## src/logic/sbps_consts.vh

```
/*
  Constants for the sensor-break and process-value scaling block.
  Assumes signed fixed-point values: percent in tenths, millivolts in hundredths.
*/
`ifndef SBPS_CONSTS_VH
`define SBPS_CONSTS_VH
`define SBPS_MODE_OFF 2'h0
`define SBPS_MODE_ON 2'h1
`define SBPS_MODE_LAT 2'h2
`define SBPS_OUT_HEAT_COOL 2'h0
`define SBPS_OUT_HEAT 2'h1
`define SBPS_OUT_COOL 2'h2
`define SBPS_IN_LINEAR 4'h9
`define SBPS_PCT_MAX 16'sd1000
`define SBPS_PCT_MIN (-16'sd1000)
`define SBPS_PCT_ZERO 16'sd0
`define SBPS_MV_MIN (-16'sd1000)
`define SBPS_MV_MAX 16'sd8000
`define SBPS_BREAK_PCT 8'd5
`define SBPS_FLASH_HALF_MS 250
`define SBPS_CLK_KHZ 10000
`define SBPS_FLASH_CYC (`SBPS_FLASH_HALF_MS * `SBPS_CLK_KHZ)
`endif

```

## src/logic/sbps_clamp.v

```verilog
/*
  Signed clamp of a value into [lo, hi].
  Assumes lo <= hi; purely combinational.
*/
module sbps_clamp #(
  parameter W = 16
) (
  input wire signed [W-1:0] val_i,
  input wire signed [W-1:0] lo_i,
  input wire signed [W-1:0] hi_i,
  output reg signed [W-1:0] val_o
);
  always @* begin
    if (val_i > hi_i) begin
      val_o = hi_i;
    end else if (val_i < lo_i) begin
      val_o = lo_i;
    end else begin
      val_o = val_i;
    end
  end
endmodule

```

## src/logic/sbps_core.v

```verilog
/*
  Sensor-break handling and process-value scaling for a process controller.
  Assumes configuration ports come from logic on core_clk_i; the front end
  delivers a signed millivolt sample with a one-cycle valid strobe.
*/
`include "sbps_consts.vh"
module sbps_core #(
  parameter FLASH_CYC = `SBPS_FLASH_CYC
) (
  input wire core_clk_i,
  input wire rst_i,
  input wire [1:0] sensor_break_mode_select_i,
  input wire [1:0] output_type_i,
  input wire [3:0] input_type_select_i,
  input wire signed [15:0] output_upper_limit_i,
  input wire signed [15:0] output_lower_limit_i,
  input wire signed [15:0] safe_value_i,
  input wire safe_value_wr_i,
  input wire signed [15:0] process_value_offset_i,
  input wire signed [15:0] linear_input_low_i,
  input wire signed [15:0] linear_input_high_i,
  input wire signed [15:0] display_range_low_i,
  input wire signed [15:0] display_range_high_i,
  input wire signed [15:0] sample_i,
  input wire sample_valid_i,
  input wire sensor_fault_i,
  input wire ack_i,
  input wire signed [15:0] control_demand_i,
  output reg signed [15:0] process_value_o,
  output reg pv_valid_o,
  output reg signed [15:0] control_output_o,
  output reg signed [15:0] safe_value_o,
  output reg signed [15:0] out_hi_o,
  output reg signed [15:0] out_lo_o,
  output reg sensor_fault_alarm_o,
  output reg alarm_beacon_o,
  output reg alarm_relay_o,
  output reg in_break_o
);
  reg signed [15:0] type_lo;
  reg signed [15:0] type_hi;
  reg signed [15:0] lim_hi;
  reg signed [15:0] lim_lo;
  wire signed [15:0] lim_hi_c;
  wire signed [15:0] lim_lo_c;
  wire signed [15:0] safe_src;
  wire signed [15:0] safe_c;
  reg signed [15:0] safe_q;
  reg break_q;
  reg alarm_q;
  reg [31:0] flash_cnt_q;
  reg flash_q;
  reg pv_valid_q;
  reg signed [15:0] pv_q;
  wire linear_sel;
  wire signed [16:0] span_in;
  wire signed [16:0] span_out;
  wire signed [16:0] margin;
  wire signed [17:0] lo_lim;
  wire signed [17:0] hi_lim;
  wire signed [17:0] s_ext;
  wire out_of_range;
  wire signed [16:0] delta;
  wire signed [33:0] prod;
  wire signed [33:0] quot;
  wire signed [33:0] scaled;
  wire signed [33:0] pv_sum;
  reg signed [15:0] pv_sat;
  wire break_now;
  reg signed [15:0] out_d;
  wire signed [16:0] span_abs;
  wire below_mv;
  wire above_mv;
  wire below_pt;
  wire above_pt;
  wire break_bad;
  wire signed [15:0] demand_c;
  reg ack_meta_q;
  reg ack_sync_q;
  reg ack_prev_q;
  wire ack_press;

  localparam [31:0] FLASH_LAST = FLASH_CYC - 1;

  // Output limits confined to what the output type allows
  always @* begin
    case (output_type_i)
      `SBPS_OUT_HEAT: begin
        type_lo = `SBPS_PCT_ZERO;
        type_hi = `SBPS_PCT_MAX;
      end
      `SBPS_OUT_COOL: begin
        type_lo = `SBPS_PCT_MIN;
        type_hi = `SBPS_PCT_ZERO;
      end
      default: begin
        type_lo = `SBPS_PCT_MIN;
        type_hi = `SBPS_PCT_MAX;
      end
    endcase
  end

  sbps_clamp #(.W(16)) u_hi_clamp (
    .val_i(output_upper_limit_i),
    .lo_i(type_lo),
    .hi_i(type_hi),
    .val_o(lim_hi_c)
  );

  sbps_clamp #(.W(16)) u_lo_clamp (
    .val_i(output_lower_limit_i),
    .lo_i(type_lo),
    .hi_i(type_hi),
    .val_o(lim_lo_c)
  );

  // Lower limit may never pass the upper one
  always @* begin
    lim_hi = lim_hi_c;
    lim_lo = (lim_lo_c > lim_hi_c) ? lim_hi_c : lim_lo_c;
  end

  // New writes are clamped too; otherwise the stored value is re-clamped
  // every cycle, so a limit change drags the safe value with it
  assign safe_src = safe_value_wr_i ? safe_value_i : safe_q;

  sbps_clamp #(.W(16)) u_safe_clamp (
    .val_i(safe_src),
    .lo_i(lim_lo),
    .hi_i(lim_hi),
    .val_o(safe_c)
  );

  always @(posedge core_clk_i) begin
    if (rst_i) begin
      safe_q <= 16'sh0000;
    end else begin
      safe_q <= safe_c;
    end
  end

  // Linear scaling path
  assign linear_sel = (input_type_select_i == `SBPS_IN_LINEAR);
  assign span_in = {linear_input_high_i[15], linear_input_high_i}
                 - {linear_input_low_i[15], linear_input_low_i};
  assign span_out = {display_range_high_i[15], display_range_high_i}
                  - {display_range_low_i[15], display_range_low_i};
  // Magnitude of the span; the break window still needs the low point entered below the high one
  assign span_abs = (span_in < 17'sd0) ? -span_in : span_in;
  // Five percent taken as a twentieth, so no product can overflow
  assign margin = span_abs / 17'sd20;
  // Thresholds one bit wider so the margin cannot wrap them
  assign lo_lim = {linear_input_low_i[15], linear_input_low_i[15], linear_input_low_i}
                - {margin[16], margin};
  assign hi_lim = {linear_input_high_i[15], linear_input_high_i[15], linear_input_high_i}
                + {margin[16], margin};
  assign s_ext = {sample_i[15], sample_i[15], sample_i};
  // Outside the accepted -10..80 mV window
  assign below_mv = (sample_i < `SBPS_MV_MIN);
  assign above_mv = (sample_i > `SBPS_MV_MAX);
  // More than five percent of the span beyond either point
  assign below_pt = (s_ext < lo_lim);
  assign above_pt = (s_ext > hi_lim);
  assign out_of_range = below_mv || above_mv || below_pt || above_pt;
  // A front-end fault breaks any input type; the range test only the linear one
  assign break_bad = sensor_fault_i || (linear_sel && out_of_range);

  // A 17-bit difference times a 17-bit span needs the full 34-bit product
  assign delta = {sample_i[15], sample_i} - {linear_input_low_i[15], linear_input_low_i};
  assign prod = delta * span_out;
  // A zero input span would divide by zero, so the low display value is held
  assign quot = (span_in == 17'sd0) ? 34'sd0 : prod / span_in;
  // Direct sensor inputs pass through unscaled
  assign scaled = linear_sel ? (quot + {{18{display_range_low_i[15]}}, display_range_low_i})
                             : {{18{sample_i[15]}}, sample_i};
  assign pv_sum = scaled + {{18{process_value_offset_i[15]}}, process_value_offset_i};
  // Saturate rather than wrap, so an overrange reading cannot flip sign
  always @* begin
    if (pv_sum > 34'sd32767) begin
      pv_sat = 16'sh7fff;
    end else if (pv_sum < -34'sd32768) begin
      pv_sat = 16'sh8000;
    end else begin
      pv_sat = pv_sum[15:0];
    end
  end

  always @(posedge core_clk_i) begin
    if (rst_i) begin
      pv_q <= 16'sh0000;
      pv_valid_q <= 1'b0;
      break_q <= 1'b0;
    end else begin
      pv_valid_q <= sample_valid_i;
      if (sample_valid_i) begin
        pv_q <= pv_sat;
        break_q <= break_bad;
      end else if (sensor_fault_i) begin
        break_q <= 1'b1;
      end
    end
  end

  assign break_now = break_q;

  // Operator key arrives off-clock: two flops, then a third for the press edge.
  // Only a fresh press counts, so a key held through the fault clears nothing
  always @(posedge core_clk_i) begin
    if (rst_i) begin
      ack_meta_q <= 1'b0;
      ack_sync_q <= 1'b0;
      ack_prev_q <= 1'b0;
    end else begin
      ack_meta_q <= ack_i;
      ack_sync_q <= ack_meta_q;
      ack_prev_q <= ack_sync_q;
    end
  end

  assign ack_press = ack_sync_q & ~ack_prev_q;

  // Alarm state per mode
  always @(posedge core_clk_i) begin
    if (rst_i) begin
      alarm_q <= 1'b0;
    end else begin
      case (sensor_break_mode_select_i)
        `SBPS_MODE_ON: begin
          alarm_q <= break_now;
        end
        `SBPS_MODE_LAT: begin
          // Set wins; acknowledge only counts once the fault is gone
          if (break_now) begin
            alarm_q <= 1'b1;
          end else if (ack_press) begin
            alarm_q <= 1'b0;
          end
        end
        default: begin
          alarm_q <= 1'b0;
        end
      endcase
    end
  end

  // Beacon flash rate divider; runs only while an alarm stands
  always @(posedge core_clk_i) begin
    if (rst_i || !alarm_q) begin
      flash_cnt_q <= 32'h0000_0000;
      flash_q <= 1'b0;
    end else if (flash_cnt_q >= FLASH_LAST) begin
      flash_cnt_q <= 32'h0000_0000;
      flash_q <= ~flash_q;
    end else begin
      flash_cnt_q <= flash_cnt_q + 32'h0000_0001;
    end
  end

  // Normal demand held inside the effective limits
  sbps_clamp #(.W(16)) u_demand_clamp (
    .val_i(control_demand_i),
    .lo_i(lim_lo),
    .hi_i(lim_hi),
    .val_o(demand_c)
  );

  // Output selection in sensor break
  always @* begin
    out_d = demand_c;
    if (break_now) begin
      case (sensor_break_mode_select_i)
        `SBPS_MODE_ON,
        `SBPS_MODE_LAT: begin
          out_d = safe_q;
        end
        default: begin
          // Safe value ignored with break handling off
          out_d = lim_hi;
        end
      endcase
    end
  end

  always @(posedge core_clk_i) begin
    if (rst_i) begin
      process_value_o <= 16'sh0000;
      pv_valid_o <= 1'b0;
      control_output_o <= 16'sh0000;
      safe_value_o <= 16'sh0000;
      out_hi_o <= 16'sh0000;
      out_lo_o <= 16'sh0000;
      sensor_fault_alarm_o <= 1'b0;
      alarm_beacon_o <= 1'b0;
      alarm_relay_o <= 1'b0;
      in_break_o <= 1'b0;
    end else begin
      process_value_o <= pv_q;
      pv_valid_o <= pv_valid_q;
      control_output_o <= out_d;
      safe_value_o <= safe_q;
      out_hi_o <= lim_hi;
      out_lo_o <= lim_lo;
      sensor_fault_alarm_o <= alarm_q;
      // First half-period lit, so the beacon shows at once
      alarm_beacon_o <= alarm_q & ~flash_q;
      alarm_relay_o <= alarm_q;
      in_break_o <= break_now;
    end
  end
endmodule

```

## config.mk

```make
export PLATFORM = sky130hd
export DESIGN_NAME = sbps_core
export DESIGN_NICKNAME = d
export VERILOG_FILES = /design/src/logic/sbps_clamp.v /design/src/logic/sbps_core.v
export VERILOG_INCLUDE_DIRS = /design/src /design/src/logic
export SDC_FILE = /design/constraint.sdc
export NUM_CORES = 2
export LEC_CHECK = 0
export BUFFER_PORTS_ARGS = -buffer_cell sky130_fd_sc_hd__buf_2
export CORE_UTILIZATION = 50
export DETAILED_ROUTE_END_ITERATION = 10
export PLACE_DENSITY = 0.79
export SLEW_MARGIN = 40
export SYNTH_ARGS = -nofsm -noshare
export SYNTH_HDL_FRONTEND = slang
export SYNTH_SLANG_ARGS = --single-unit
export TNS_END_PERCENT = 10
```

## constraint.sdc

```tcl
create_clock -name core_clk_i -period 275.7 [get_ports core_clk_i]
set_input_delay 0 -clock core_clk_i [delete_from_list [all_inputs] [get_ports core_clk_i]]
set_output_delay 0 -clock core_clk_i [all_outputs]
set_load 0.01 [all_outputs]
```

## Yosys cells after proc, flatten, opt, wreduce, memory -nomap -nowiden

Index checks and enable logic that the tools add are counted.

- Register bits after elaboration: 155
- Input port bits: 174
- Output and inout bits: 85
- Word-level logic and storage cells: 93

- Add/subtract/negate cells: 9
- $mul: 1
- Divide/modulo/power cells: 2
- Magnitude comparators: 17
- Equality and inequality tests: 6
- Muxes and demuxes: 24
- Bitwise operators: 4
- Reductions and logical operators: 11

Operators with widths:

| operator | number |
|---|---|
| two-way mux 16 bit | 15 |
| adder 34 bit | 2 |
| two-way mux 34 bit | 2 |
| < comparator 16 bit | 4 |
| subtractor 16 x 16 -> 17 bit | 3 |
| greater-than comparator 16 bit | 3 |
| divider 34 x 34 -> 34 bit | 1 |
| greater-than comparator 34 x 16 -> 1 bit, second input constant | 1 |
| < comparator 34 x 16 -> 1 bit, second input constant | 1 |
| multiplier 17 x 17 -> 34 bit | 1 |
| adder 32 x 1 -> 32 bit, second input constant | 1 |
| >= comparator 32 x 22 -> 1 bit, second input constant | 1 |
| greater-than comparator 16 x 11 -> 1 bit | 2 |
| adder 16 x 17 -> 18 bit | 1 |
| greater-than comparator 16 x 18 -> 1 bit | 1 |
| < comparator 16 x 18 -> 1 bit | 1 |
| subtractor 16 x 17 -> 18 bit | 1 |
| divider 17 x 6 -> 17 bit, second input constant | 1 |
| logical NOT 17 bit | 1 |
| < comparator 17 x 1 -> 1 bit, second input constant | 1 |
| two-way mux 17 bit | 1 |
| negator 17 bit | 1 |
| greater-than comparator 16 x 14 -> 1 bit, second input constant | 1 |
| < comparator 16 x 11 -> 1 bit, second input constant | 1 |
| 14 further kinds | 26 |

## Longest topological paths before layout

- Depth in word-level cells: 11
- Gate-level depth with buffers: 554
- Gate-level depth less buffers: 520

## By module

A second synthesis with hierarchy kept.

- Cell total of the unflattened synthesis: 8750
- Area, all modules: 63375.8 µm²

Modules (own cells, without submodules):

| module | times used | cells each | area each (µm²) | seq. area each (µm²) |
|---|---|---|---|---|
| sbps_core | 1 | 8014 | 58456.1 | 3103.0 |
| sbps_clamp | 4 | 184 | 1229.9 | 0.0 |

## Least setup slack after synthesis

Ideal clock, no wire load.

- Kind: input -> register
- Start point: input port sample_i[0]
- End point: register pv_q[10]
- Setup time: 57 ps
- Arrival: 104718 ps
- Data required time: 275643 ps
- Slack: 170925 ps
- Cell stages on the path: 535
- Buffers on the path: 47
- Cells stage by stage: inv_1 > ha_1 > inv_1 > fa_1 > a21o_1 > a21oi_1 > o21bai_1 > a21oi_1 > o21bai_1 > a21oi_1 > o21bai_1 > a21oi_1 > o21bai_1 > a21oi_1 > o21bai_1 > a21oi_1 > nor2b_1 > nor3_1 > (+499 left out) > o31a_1 > nand2_1 > nor2_1 > nand2_1 > nand2_1 > a21oi_1 > o21ai_0 > a21o_1 > a21o_1 > a21o_1 > a21oi_1 > xor2_1 > xnor2_1 > a21oi_1 > nand2b_1 > clkbuf_1 > a21oi_1 > o21ba_2

- Longest elaborated chain between the ends: 10
- Elaborated cells on any way between the ends: 11
- Classes of those cells: add/sub: 3; mul: 1; div: 1; order compare: 2; mux: 4

RTL lines:

| element | line | text |
|---|---|---|
| start, declared | sbps_core.v:24 | `input wire signed [15:0] sample_i,` |
| subtractor 16 x 16 -> 17 bit | sbps_core.v:169 | `assign delta = {sample_i[15], sample_i} - {linear_input_low_i[15], linear_input_low_i};` |
| multiplier 17 x 17 -> 34 bit | sbps_core.v:170 | `assign prod = delta * span_out;` |
| divider 34 x 34 -> 34 bit | sbps_core.v:172 | `assign quot = (span_in == 17'sd0) ? 34'sd0 : prod / span_in;` |
| two-way mux 34 bit | sbps_core.v:172 |  |
| adder 34 bit | sbps_core.v:174 | `assign scaled = linear_sel ? (quot + {{18{display_range_low_i[15]}}, display_range_low_i})` |
| two-way mux 34 bit * | sbps_core.v:174 |  |
| adder 34 bit * | sbps_core.v:176 | `assign pv_sum = scaled + {{18{process_value_offset_i[15]}}, process_value_offset_i};` |
| < comparator 34 x 16 -> 1 bit | sbps_core.v:181 | `end else if (pv_sum < -34'sd32768) begin` |
| two-way mux 16 bit | sbps_core.v:181 |  |
| two-way mux 16 bit * | sbps_core.v:179 | `if (pv_sum > 34'sd32767) begin` |
| end signal, assigned | sbps_core.v:196 | `pv_q <= pv_sat;` |
| end, declared | sbps_core.v:54 | `reg signed [15:0] pv_q;` |

Every way passes the cells marked *; elsewhere a longest branch is shown, timed or not.
A chain may end at the register's enable or synchronous reset.

## Worst setup path after layout

- Start point: input port sample_i[0]
- End point: register pv_q[8]

Same word-level chain as after synthesis.

==> results.md <==
* Vias in the first global route at 59300
* Num rows at 126
* Area occupied by multi-input gates at 54800 um^2
* GP Congestion at 1.03
* Top-count cell post-synth: ha_1
* WP data arrival at 120180 ps
* Worst hold stages at 3
* Slew @ Worst Pin at 950 ps
* Worst hold endpoint: control_output_o[3]$_SDFF_PP0_
* Post-CTS Hold Fix Bufs at 7
* Post-synth EDFFs at 0
* Root buf cell: clkbuf_16
* Max cap viols at 0
* Hold path start: control_demand_i[3]
* Clock Latency Late Sink at 440 ps
* IO Port Bufs at 258
* Wirelength per Cell at 20.8 um
* Gr ovfl total at 0
* Outcome: finished clean
* Critical Path Sink Type: flip-flop
* R2r worst-path depth at 15
* Iter 0 DRT Violations at 5368
* Most frequent cell on the critical path: o21a_1
* Drt total wl at 208 mm
* Peak Freq at 8.35 MHz
* Max_slew headroom at 0.361
* Worst-path fanout max at 46
* CP max stage cell: fa_1
* Async S/R FF share, synth at 0
* Crit path launch: sample_i[0]
* Netlist cell types at 113
* Sequential element share of the synthesized area at 0.0517
* Initial antenna violation count at 7
* RR Startpoint: safe_q[1]$_SDFF_PP0_
* RSZ-0062 raised after global routing: false
* Dpl hpwl at 169 mm
* Ranking of synthesized cells by area: ha_1 (20%), fa_1 (10%), xnor2_1 (5.2%)
* Die Y at 349 um
* Ys flop type: dfxtp_1
* Setup-failing EPs final at 0
* CTS Buffer Depth at 2
* Die X at 349 um
* Resize count post-CTS at 0
* Clk pin slew, worst setup/hold paths at 70 ps
* CTS sink count at 155
* Register area at 3100 um^2
* Fillers at 11200
* Core Area at 119000 um^2
* Final Skew at 8.94 ps
* Critical path class: input pin to flip-flop
* Worst setup SP type: input pin
* Total GRT Usage at 0.333
* Post-CTS setup buffers at 0
* Min Tclk post-route at 119790 ps
* Hold_ws at 10.1 ps
* I/O Pins at 259
* DRC at 0
* Yosys top cell area share at 0.204
* Fin crit share at 0.435
* CTS Buf Count at 17
* Pins Over Slew Limit at 0
* Mapped Area at 60000 um^2
* Dominant cell type by area after synthesis: ha_1
* Synthesis warning total at 0
* Final setup TNS at 0 ps
* Synth Instances at 8024
* P&R area growth vs syn at 8.51%
* Design area at 65200 um^2
* Worst Path Required at 276090 ps
* Largest net degree at the start of global routing at 71
* Synthesized flop and latch total at 155
* Fin nets at 9810
* Vias/cell at 6.18
* Layout cells sized above 1 at 0.0979
* CTS tree: done
* Worst R2R Setup Slack at 271990 ps
* First-pass GRT wire length at 324 mm
* Hold Fails Final Rpt at 0
* H-Tree Depth at 4
* Worst Hold Class: input pin to flip-flop
* Commonest cells post-synth: ha_1 (977), nor2_1 (795), nand2_1 (681), inv_1 (632), a21oi_1 (504)
* Placed cell area at 64400 um^2
* Die Footprint at 121000 um^2
* R2r endpoint: safe_q[15]$_SDFF_PP0_
* Initial core utilization at 0.507
* Critical path's largest stage delay at 1040 ps
* Drt first pass iters at 6
* Post-DRT Antenna Nets at 0
* Mean Syn Cell Area at 7.48 um^2
* Via Count at 61600
[metrics by stage]
| stage | util | instances | setup slack [ps] |
|---|---|---|---|
| 2_1_floorplan | - | 8185 | 170930 |
| 3_3_place_gp | 0.541 | 9927 | 162280 |
| 3_5_place_dp | 0.543 | 9929 | 158360 |
| 4_1_cts | 0.549 | 9968 | 158240 |
| 5_1_grt | 0.549 | 9973 | 146280 |
| 6_report | 0.550 | 9978 | 155910 |
[flip-flops by register name, summed over array words and instances (netlist names), 16 cells and up]
signal / flops
control_output_o: 16
flash_cnt_q: 32
out_hi_o: 16
out_lo_o: 16
process_value_o: 16
pv_q: 16
safe_q: 16
safe_value_o: 16
[kinds of logic after synthesis]
family / share of synthesized area
flops: 0.0517
buf+inv: 0.0545
mux: 0.0470
simple gates: 0.214
fa+ha+maj: 0.305
compound gates: 0.249
xor+xnor: 0.0788
other cells: 0.000125
[routing by layer]
layer	track usage	vias up	part of all wire
met5	0	-	0.00010
li1	-	29300	-
met3	0.0490	576	0.087
met2	0.545	2705	0.45
met1	0.425	29000	0.41
met4	0.167	4	0.055
[layout make-up]
cell class / instances / share of cell area
clock inverters: 14 / 0.00271
well taps: 1600 / 0.0307
repair buffers: 377 / 0.0337
diodes: 9 / 0.000346
flip-flops and latches: 155 / 0.0476
multi-input cells: 7171 / 0.842
clock buffers: 18 / 0.00659
inverters: 634 / 0.0365
[how the worst max path moves through the flow]
| stage | end | cells past startpoint | slack (ps) |
|---|---|---|---|
| 2_1_floorplan | pv_q[10]$_SDFFE_PP0P_ | 535 | 170930 |
| 3_3_place_gp | pv_q[6]$_SDFFE_PP0P_ | 495 | 162280 |
| 3_5_place_dp | pv_q[5]$_SDFFE_PP0P_ | 494 | 158360 |
| 4_1_cts | pv_q[8]$_SDFFE_PP0P_ | 494 | 158240 |
| 5_1_grt | pv_q[11]$_SDFFE_PP0P_ | 507 | 146280 |
| 6_report | pv_q[8]$_SDFFE_PP0P_ | 498 | 155910 |
[critical path: cells and delay by family]
family                     cells  cell delay [ps]
adders and majority gates     45            14920
AOI/OAI and AO/OA            331            76260
xor gates and xnor gates       5             1040
and+or+nand+nor               79            19140
buffers and inverters         29             5480
muxes                          9             2960
[placed cells by master (no fill, tap or decap), drive strengths merged, types with 24 or more instances in the layout]
cell / Yosys / layout
a211oi: 59 / 59
a21boi: 47 / 47
a21o: 261 / 261
a21oi: 507 / 507
a221oi: 33 / 33
a31oi: 91 / 91
and2: 61 / 61
and3: 53 / 53
buf: 40 / 369
conb: 2 / 163
dfxtp: 155 / 155
fa: 303 / 303
ha: 977 / 977
inv: 634 / 641
mux2: 192 / 192
mux2i: 64 / 64
nand2: 681 / 681
nand2b: 117 / 117
nand3: 158 / 158
nand4: 91 / 91
nor2: 795 / 795
nor2b: 163 / 163
nor3: 313 / 313
nor4: 41 / 41
o211ai: 48 / 48
o21a: 313 / 313
o21ai: 427 / 427
o21bai: 59 / 59
o31ai: 87 / 87
or2: 65 / 65
or3: 84 / 84
or4: 24 / 24
xnor2: 357 / 357
xor2: 179 / 179
Power is not shown: default switching activity piles up to over one toggle a cycle in this logic, so the estimate is an artifact.
